**config.mk**
```make
export PLATFORM = sky130hd
export DESIGN_NAME = pin_change_detect
export DESIGN_NICKNAME = d
export VERILOG_FILES = /design/src/pin_change_pkg.sv /design/src/pin_change_detect.sv /design/src/pin_edge_port.sv
export SDC_FILE = /design/constraint.sdc
export NUM_CORES = 1
export LEC_CHECK = 0
export ABC_CLOCK_PERIOD_IN_PS = 2500
export BUFFER_PORTS_ARGS = -buffer_cell sky130_fd_sc_hd__buf_2
export CORE_MARGIN = 5
export CORE_UTILIZATION = 55
export CTS_CLUSTER_SIZE = 12
export DETAILED_ROUTE_END_ITERATION = 6
export HOLD_SLACK_MARGIN = 0.06
export PLACE_DENSITY = 0.81
export SLEW_MARGIN = 20
export SYNTH_ARGS = -nofsm -noshare
export SYNTH_HDL_FRONTEND = slang
export SYNTH_HIERARCHICAL = 1
export SYNTH_SLANG_ARGS = --single-unit
```
**constraint.sdc**
```tcl
create_clock -name sys_clk -period 2.5 [get_ports sys_clk]
set_input_delay 0.125 -clock sys_clk [delete_from_list [all_inputs] [get_ports sys_clk]]
set_output_delay 0.125 -clock sys_clk [all_outputs]
set_load 0.01 [all_outputs]
```
**src/pin_change_pkg.sv**
```systemverilog
// package: register map, field positions and carrier types for the pin change detector
package pin_change_pkg;
  localparam int NUM_PORTS = 3;
  localparam int PORT_WIDTH = 8;
  localparam int ADDR_WIDTH = 4;
  localparam int DATA_WIDTH = 8;

  // register offsets
  localparam logic [3:0] RISE_EN_A_OFS = 4'h0;
  localparam logic [3:0] FALL_EN_A_OFS = 4'h1;
  localparam logic [3:0] FLAG_A_OFS = 4'h2;
  localparam logic [3:0] RISE_EN_B_OFS = 4'h3;
  localparam logic [3:0] FALL_EN_B_OFS = 4'h4;
  localparam logic [3:0] FLAG_B_OFS = 4'h5;
  localparam logic [3:0] RISE_EN_C_OFS = 4'h6;
  localparam logic [3:0] FALL_EN_C_OFS = 4'h7;
  localparam logic [3:0] FLAG_C_OFS = 4'h8;
  localparam logic [3:0] INT_CTRL_OFS = 4'h9;
  localparam logic [3:0] IRQ_STATUS_OFS = 4'hA;
  localparam logic [3:0] IRQ_MASK_OFS = 4'hB;
  localparam logic [3:0] SLEEP_CTRL_OFS = 4'hC;
  localparam logic [3:0] PORTS_PER_GROUP = 4'h3;

  // interrupt control register fields
  localparam int MASTER_EN_BIT = 0;
  localparam int SUMMARY_BIT = 1;
  // event status/mask fields
  localparam int EV_PORT_A_BIT = 0;
  localparam int EV_PORT_B_BIT = 1;
  localparam int EV_PORT_C_BIT = 2;
  localparam int EV_WAKE_BIT = 3;
  localparam int EV_WIDTH = 4;
  // sleep control field
  localparam int SLEEP_BIT = 0;

  // reset values
  localparam logic [7:0] ENABLE_RESET = 8'h00;
  localparam logic [7:0] FLAG_RESET = 8'h00;
  localparam logic [7:0] CTRL_RESET = 8'h00;
  localparam logic [7:0] READ_IDLE = 8'h00;

  typedef struct packed {
    logic [ADDR_WIDTH-1:0] addr;
    logic [DATA_WIDTH-1:0] wdata;
    logic wr;
    logic rd;
  } reg_req_type;

  typedef enum logic [0:0] {
    awake_st,
    sleep_st
  } power_state_type;
endpackage : pin_change_pkg

```
**src/pin_change_detect.sv**
```systemverilog
// top: pin change detector for three eight-pin ports with register port and interrupt
`timescale 1ns/10ps
module pin_change_detect (
  input wire logic sys_clk,
  input wire logic reset,
  input wire logic [7:0] port_a_pins,
  input wire logic [7:0] port_b_pins,
  input wire logic [7:0] port_c_pins,
  input wire logic [3:0] reg_addr,
  input wire logic [7:0] reg_wdata,
  input wire logic reg_write,
  input wire logic reg_read,
  output logic [7:0] reg_rdata,
  output logic change_irq,
  output logic event_irq,
  output logic wake
);
  localparam int NP = pin_change_pkg::NUM_PORTS;

  pin_change_pkg::reg_req_type req;
  logic [7:0] pins [NP];
  logic [7:0] rise_enable_reg [NP];
  logic [7:0] fall_enable_reg [NP];
  logic [7:0] pin_change_flag_reg [NP];
  logic [NP-1:0] flag_write;
  logic [NP-1:0] port_event;
  logic [7:0] interrupt_control_reg;
  logic change_irq_master_enable;
  logic change_summary_flag;
  logic any_event;
  logic [3:0] irq_status_r;
  logic [3:0] irq_status_nxt;
  logic [3:0] irq_mask_r;
  logic [3:0] ev_set;
  pin_change_pkg::power_state_type power_r;
  logic change_irq_r;
  logic event_irq_r;
  logic wake_r;
  logic [7:0] rdata_r;
  logic [7:0] rdata_nxt;
  logic [NP-1:0] summary_parts;

  assign req.addr = reg_addr;
  assign req.wdata = reg_wdata;
  assign req.wr = reg_write;
  assign req.rd = reg_read;

  assign pins[0] = port_a_pins;
  assign pins[1] = port_b_pins;
  assign pins[2] = port_c_pins;

  // per-port register index: base offsets step by three
  function automatic logic [3:0] port_ofs(input int p, input logic [3:0] base);
    logic [3:0] step;
    step = 4'(p) * pin_change_pkg::PORTS_PER_GROUP;
    return base + step;
  endfunction : port_ofs

  genvar gi;
  generate
    for (gi = 0; gi < NP; gi++) begin : g_port
      always_ff @(posedge sys_clk or posedge reset) begin
        if (reset) begin
          rise_enable_reg[gi] <= pin_change_pkg::ENABLE_RESET;
          fall_enable_reg[gi] <= pin_change_pkg::ENABLE_RESET;
        end else if (req.wr) begin
          if (req.addr == port_ofs(gi, pin_change_pkg::RISE_EN_A_OFS)) begin
            rise_enable_reg[gi] <= req.wdata;
          end
          if (req.addr == port_ofs(gi, pin_change_pkg::FALL_EN_A_OFS)) begin
            fall_enable_reg[gi] <= req.wdata;
          end
        end
      end

      assign flag_write[gi] = req.wr && (req.addr == port_ofs(gi, pin_change_pkg::FLAG_A_OFS));

      pin_edge_port u_port (
        .sys_clk(sys_clk),
        .reset(reset),
        .pins(pins[gi]),
        .rise_enable(rise_enable_reg[gi]),
        .fall_enable(fall_enable_reg[gi]),
        .flag_write(flag_write[gi]),
        .flag_wdata(req.wdata),
        .flags(pin_change_flag_reg[gi]),
        .edge_event(port_event[gi])
      );

      assign summary_parts[gi] = |pin_change_flag_reg[gi];
    end
  endgenerate

  // summary is read-only and live; a write to its bit is ignored
  assign change_summary_flag = |summary_parts;
  assign any_event = |port_event;

  always_ff @(posedge sys_clk or posedge reset) begin
    if (reset) begin
      change_irq_master_enable <= 1'b0;
    end else if (req.wr && req.addr == pin_change_pkg::INT_CTRL_OFS) begin
      change_irq_master_enable <= req.wdata[pin_change_pkg::MASTER_EN_BIT];
    end
  end

  always_comb begin
    interrupt_control_reg = pin_change_pkg::CTRL_RESET;
    interrupt_control_reg[pin_change_pkg::MASTER_EN_BIT] = change_irq_master_enable;
    interrupt_control_reg[pin_change_pkg::SUMMARY_BIT] = change_summary_flag;
  end

  // request follows the flags; master off leaves flags working but silent
  always_ff @(posedge sys_clk or posedge reset) begin
    if (reset) begin
      change_irq_r <= 1'b0;
    end else begin
      change_irq_r <= change_summary_flag && change_irq_master_enable;
    end
  end

  // sleep state: software enters it, an enabled change with master on leaves it
  always_ff @(posedge sys_clk or posedge reset) begin
    if (reset) begin
      power_r <= pin_change_pkg::awake_st;
    end else begin
      unique case (power_r)
        pin_change_pkg::awake_st: begin
          if (req.wr && req.addr == pin_change_pkg::SLEEP_CTRL_OFS
              && req.wdata[pin_change_pkg::SLEEP_BIT]) begin
            power_r <= pin_change_pkg::sleep_st;
          end
        end
        pin_change_pkg::sleep_st: begin
          // flags are set in this same edge, which is also the edge on which wake rises
          if (any_event && change_irq_master_enable) begin
            power_r <= pin_change_pkg::awake_st;
          end
        end
      endcase
    end
  end

  // wake pulses one cycle, rising on the same edge that sets the flag
  always_ff @(posedge sys_clk or posedge reset) begin
    if (reset) begin
      wake_r <= 1'b0;
    end else begin
      wake_r <= (power_r == pin_change_pkg::sleep_st) && any_event && change_irq_master_enable;
    end
  end

  // event status: sticky, write one to clear, set wins over clear
  always_comb begin
    ev_set = 4'h0;
    ev_set[pin_change_pkg::EV_PORT_A_BIT] = port_event[0];
    ev_set[pin_change_pkg::EV_PORT_B_BIT] = port_event[1];
    ev_set[pin_change_pkg::EV_PORT_C_BIT] = port_event[2];
    ev_set[pin_change_pkg::EV_WAKE_BIT] = (power_r == pin_change_pkg::sleep_st) && any_event
                                          && change_irq_master_enable;
    irq_status_nxt = irq_status_r;
    if (req.wr && req.addr == pin_change_pkg::IRQ_STATUS_OFS) begin
      irq_status_nxt = irq_status_nxt & ~req.wdata[3:0];
    end
    irq_status_nxt = irq_status_nxt | ev_set;
  end

  always_ff @(posedge sys_clk or posedge reset) begin
    if (reset) begin
      irq_status_r <= 4'h0;
    end else begin
      irq_status_r <= irq_status_nxt;
    end
  end

  always_ff @(posedge sys_clk or posedge reset) begin
    if (reset) begin
      irq_mask_r <= 4'h0;
    end else if (req.wr && req.addr == pin_change_pkg::IRQ_MASK_OFS) begin
      irq_mask_r <= req.wdata[3:0];
    end
  end

  always_ff @(posedge sys_clk or posedge reset) begin
    if (reset) begin
      event_irq_r <= 1'b0;
    end else begin
      event_irq_r <= |(irq_status_r & irq_mask_r);
    end
  end

  // read mux; unmapped offsets read zero
  always_comb begin
    rdata_nxt = pin_change_pkg::READ_IDLE;
    if (req.rd) begin
      unique case (req.addr)
        pin_change_pkg::RISE_EN_A_OFS: rdata_nxt = rise_enable_reg[0];
        pin_change_pkg::FALL_EN_A_OFS: rdata_nxt = fall_enable_reg[0];
        pin_change_pkg::FLAG_A_OFS: rdata_nxt = pin_change_flag_reg[0];
        pin_change_pkg::RISE_EN_B_OFS: rdata_nxt = rise_enable_reg[1];
        pin_change_pkg::FALL_EN_B_OFS: rdata_nxt = fall_enable_reg[1];
        pin_change_pkg::FLAG_B_OFS: rdata_nxt = pin_change_flag_reg[1];
        pin_change_pkg::RISE_EN_C_OFS: rdata_nxt = rise_enable_reg[2];
        pin_change_pkg::FALL_EN_C_OFS: rdata_nxt = fall_enable_reg[2];
        pin_change_pkg::FLAG_C_OFS: rdata_nxt = pin_change_flag_reg[2];
        pin_change_pkg::INT_CTRL_OFS: rdata_nxt = interrupt_control_reg;
        pin_change_pkg::IRQ_STATUS_OFS: rdata_nxt = {4'h0, irq_status_r};
        pin_change_pkg::IRQ_MASK_OFS: rdata_nxt = {4'h0, irq_mask_r};
        pin_change_pkg::SLEEP_CTRL_OFS: rdata_nxt = {7'h00, power_r == pin_change_pkg::sleep_st};
        default: rdata_nxt = pin_change_pkg::READ_IDLE;
      endcase
    end
  end

  always_ff @(posedge sys_clk or posedge reset) begin
    if (reset) begin
      rdata_r <= pin_change_pkg::READ_IDLE;
    end else begin
      rdata_r <= rdata_nxt;
    end
  end

  assign reg_rdata = rdata_r;
  assign change_irq = change_irq_r;
  assign event_irq = event_irq_r;
  assign wake = wake_r;
endmodule : pin_change_detect

```
**src/pin_edge_port.sv**
```systemverilog
// one port of eight pins: synchroniser, edge detectors and flag register
`timescale 1ns/10ps
module pin_edge_port (
  input wire logic sys_clk,
  input wire logic reset,
  input wire logic [7:0] pins,
  input wire logic [7:0] rise_enable,
  input wire logic [7:0] fall_enable,
  input wire logic flag_write,
  input wire logic [7:0] flag_wdata,
  output logic [7:0] flags,
  output logic edge_event
);
  logic [7:0] sync1_r;
  logic [7:0] sync2_r;
  logic [7:0] prev_r;
  logic [7:0] flag_r;
  logic [7:0] flag_nxt;
  logic [7:0] hit;
  logic [2:0] prime_r;

  // two-stage synchroniser; stage one feeds stage two only
  always_ff @(posedge sys_clk or posedge reset) begin
    if (reset) begin
      sync1_r <= 8'h00;
      sync2_r <= 8'h00;
      prev_r <= 8'h00;
      prime_r <= 3'h0;
    end else begin
      sync1_r <= pins;
      sync2_r <= sync1_r;
      prev_r <= sync2_r;
      prime_r <= {prime_r[1:0], 1'b1};
    end
  end

  // independent rise and fall detectors, each gated by its own enable bit
  // held off until prev_r holds a real sample: a pin idling high must not look like an edge after reset
  assign hit = {8{prime_r[2]}} & ((rise_enable & sync2_r & ~prev_r)
             | (fall_enable & ~sync2_r & prev_r));

  always_comb begin
    flag_nxt = flag_r;
    if (flag_write) begin
      flag_nxt = flag_wdata;
    end
    // a fresh edge wins over any write in the same cycle
    flag_nxt = flag_nxt | hit;
  end

  always_ff @(posedge sys_clk or posedge reset) begin
    if (reset) begin
      flag_r <= pin_change_pkg::FLAG_RESET;
    end else begin
      flag_r <= flag_nxt;
    end
  end

  assign flags = flag_r;
  assign edge_event = |hit;
endmodule : pin_edge_port

```
==> key figures <==
STA
  – Final setup TNS: 0 ns
  – Final Max Slew Viols: 0
  – Slew @ Worst Pin: 0.934 ns
  – Clock skew: 0.00773 ns
  – Tcrit/Tclk final: 0.875
  – Number of hold-slack violations in the final timing report: 0
  – Unrepaired setup endpoints after global routing: no
  – Number of setup violations in the final report: 0
  – Highest clock frequency the design can meet: 457 MHz
  – Headroom to the max-slew limit: 0.375
  – Minimum clock period: 2.19 ns

Critical path
  – WP data required: 2.82 ns
  – Slowest-stage cell, CP: sky130_fd_sc_hd__dfrtp_1
  – Worst Setup End Kind: register
  – Crit-path max FO: 13
  – Worst reg2reg path startpoint: g_port[1].u_port/prime_r[2]
  – Chain of cells forming the critical path: nand4b_1 > nand2_1 > a2111oi_2 > nand4_1 > o311a_1 > a21o_1
  – Number of buffers and inverters on the critical path: 0
  – Kind of cell adding the most delay to the critical path: compound AO/OA/AOI/OAI gates
  – Crit path launch type: register
  – Crit path largest cell delay: 0.55 ns
  – Startpoint of the most critical setup path: g_port[1].u_port/prime_r[2]
  – Type of the setup path with the least slack: register to register
  – Critical path arrival: 2.51 ns

Global routing
  – Number of global-route vias before repair: 5197
  – Largest net degree at the start of global routing: 41
  – Antenna violations before repair: 0
  – Gr ovfl total: 0
  – Wire length of the first global-routing pass: 29.3 mm
  – Overall Global Routing Usage: 0.245

Status
  – Status: finished clean

Routing
  – Drt wl/cell: 22.6 um
  – Number of violations reported at the end of detailed-routing iteration 0: 614
  – Final wirelength: 18.4 mm
  – Number of vias per cell: 6.21
  – Post-route antenna net violation count: 0
  – Via count: 5066
  – Number of iterations in the first detailed-routing pass: 5
  – DRC: 0

Logic synthesis
  – Sequential-to-total area share from yosys stat: 0.599
  – Area of the mapped netlist: 0.00727 mm^2
  – EDFF count, synth: 0
  – Average instance area after synthesis: 13.4 um^2
  – Yosys reg bits: 174
  – YS warnings: 6
  – Yosys cell types: 66
  – Synth Net Count: 584
  – Ys flop type: sky130_fd_sc_hd__dfrtp_1
  – Fraction of registers with async set or reset after synthesis: 1.00
  – Synthesized instance count: 544

Final layout
  – Layout cell share with drive strength beyond 1: 0.283
  – Number of nets at the end of the flow: 667
  – Core occupancy in the finished layout: 0.646
  – FILL cells: 969
  – Layout overhead on the synthesized area: 16.4%
  – Diode insertion count for antenna repair: 0

Clocking
  – TritonCTS clock tree: built
  – Reg clk slew, reported paths: 0.06 ns
  – Clock Latency Late Sink: 0.43 ns
  – Total clock buffers created by CTS: 17
  – Post-CTS sizing: 0
  – Clock tree root buffer cell: sky130_fd_sc_hd__clkbuf_16
  – Number of sinks handled by clock tree synthesis: 174
  – Bufs on Longest Clock Path: 2
  – H-tree level count: 4

Floorplanning
  – Site row count: 42
  – DIE AREA: 0.0156 mm^2
  – Effective utilization at floorplan: 0.555
  – Width of the chip: 125 um
  – Number of ports placed on the die boundary: 51
  – Total core area: 0.0131 mm^2
  – Height of the chip: 125 um

Power and ir drop
  – Power Density: 834 mW/mm^2
  – Pleak: 0.00368 uW
  – IR drop worst, VDD: 0.443 mV

Worst hold path
  – Hold_sp: reg_wdata[7]
  – Path category of the worst min-delay check: input pin to register

Place
  – Detailed-placement wirelength estimate: 12.7 mm
  – # port buffers: 50
  – Routability-driven placement congestion ratio: 0.977

Job
  – Max cap viols: 0
==> cell type report <==
type	count	area, um^2	area share
Timing Repair Buffer	87	606	0.0716
Clock inverter	10	88.8	0.0105
Multi-Input combinational cell	339	2690	0.318
Clock buffer	22	464	0.0549
Sequential cell	174	4350	0.515
Tap cell	176	220	0.0260
Inverter	8	30.0	0.00355
==> timing repair <==
item / 4_1_cts / 5_1_grt
setup buffers: 0 / 0
hold buffers: 26 / 0
hold endpoints to repair: 138 / 0
==> metrics by stage <==
stage                     instance area [um^2]  setup WS, ns  cells  hold slack (ns)  power (uW)
final                                     8450         0.314    816            0.125        7050
after CTS                                 8450         0.338    816            0.112        7060
after global placement                    7640         0.416    758            0.215        4510
after floorplan                           7270         0.635    544            0.156        4160
after detailed placement                  7640         0.364    758            0.223        4570
after global routing                      8450         0.208    816            0.131        7330
==> synthesized netlist by cell type, drive strengths merged (4+ instances only) <==
library cell / n / area, um^2
nor4: 6 / 37.5
nor2: 12 / 90.1
nand3b: 19 / 143
dfrtp: 174 / 4350
nand2: 50 / 210
a32oi: 4 / 35.0
a221o: 11 / 121
a21o: 5 / 37.5
nor2b: 14 / 95.1
mux2: 59 / 672
and3: 6 / 37.5
mux2i: 28 / 280
inv: 8 / 30.0
o21ai: 27 / 135
nand4: 5 / 31.3
nand3: 16 / 92.6
nand4b: 18 / 203
a22oi: 6 / 45.0
buf: 20 / 176
a31oi: 7 / 43.8
==> report_power, final <==
| group | total, uW | switching (uW) | internal [uW] |
|---|---|---|---|
| combinational | 977 | 481 | 496 |
| clock | 2460 | 1040 | 1420 |
| sequential | 3610 | 403 | 3210 |
| total | 7050 | 1930 | 5120 |
==> final timing paths <==
check,cells past startpoint,slack (ns),to
worst min register to register,0,0.35,g_port[1].u_port/sync2_r[3]
min in group asynchronous,3,0.31,g_port[1].u_port/flags[2]
worst max-delay path,6,0.31,irq_status_r[3]
max in group asynchronous,4,1.45,irq_status_r[0]
worst max register to register,6,0.31,irq_status_r[3]
worst min-delay path,2,0.12,fall_enable_reg[7]
==> metal layers <==
metal | global-route usage | part of all wire | vias to the layer above
met1 | 0.324 | 0.40 | 2546
met4 | 0.116 | 0.045 | 0
met5 | 0 | 0 | -
met2 | 0.385 | 0.47 | 283
met3 | 0.0597 | 0.083 | 68
li1 | - | - | 2169
==> cells in the final DEF, fill, tap and decap left out, types with 4 or more instances in the layout <==
cell type and count:
sky130_fd_sc_hd__nand2_1 43, sky130_fd_sc_hd__nand4_1 5, sky130_fd_sc_hd__o21ai_0 25, sky130_fd_sc_hd__buf_4 10
sky130_fd_sc_hd__dlygate4sd3_1 26, sky130_fd_sc_hd__and3_1 6, sky130_fd_sc_hd__mux2i_1 28, sky130_fd_sc_hd__clkbuf_16 17
sky130_fd_sc_hd__mux2_2 55, sky130_fd_sc_hd__buf_2 50, sky130_fd_sc_hd__clkinv_2 4, sky130_fd_sc_hd__nand4b_1 15
sky130_fd_sc_hd__dfrtp_1 174, sky130_fd_sc_hd__a21o_1 5, sky130_fd_sc_hd__inv_1 6, sky130_fd_sc_hd__nor2_1 7
sky130_fd_sc_hd__a32oi_1 4, sky130_fd_sc_hd__clkinvlp_4 4, sky130_fd_sc_hd__a31oi_1 7, sky130_fd_sc_hd__a221o_2 9
sky130_fd_sc_hd__nor4_1 6, sky130_fd_sc_hd__nand3b_1 19, sky130_fd_sc_hd__a22oi_1 6, sky130_fd_sc_hd__nor2b_1 13
sky130_fd_sc_hd__nand2_2 6, sky130_fd_sc_hd__nand3_1 15
==> kinds of logic (layout without fill, tap and decap cells) <==
kind of cell | Yosys count | in the layout | synth area share
muxes | 87 | 87 | 0.131
DFF | 174 | 174 | 0.599
buffers and inverters | 31 | 127 | 0.0303
and+or+nand+nor | 157 | 157 | 0.139
AOI/OAI and AO/OA | 92 | 92 | 0.0988
other | 3 | 3 | 0.00155
Note: power is estimated with default switching activity, not from simulation.
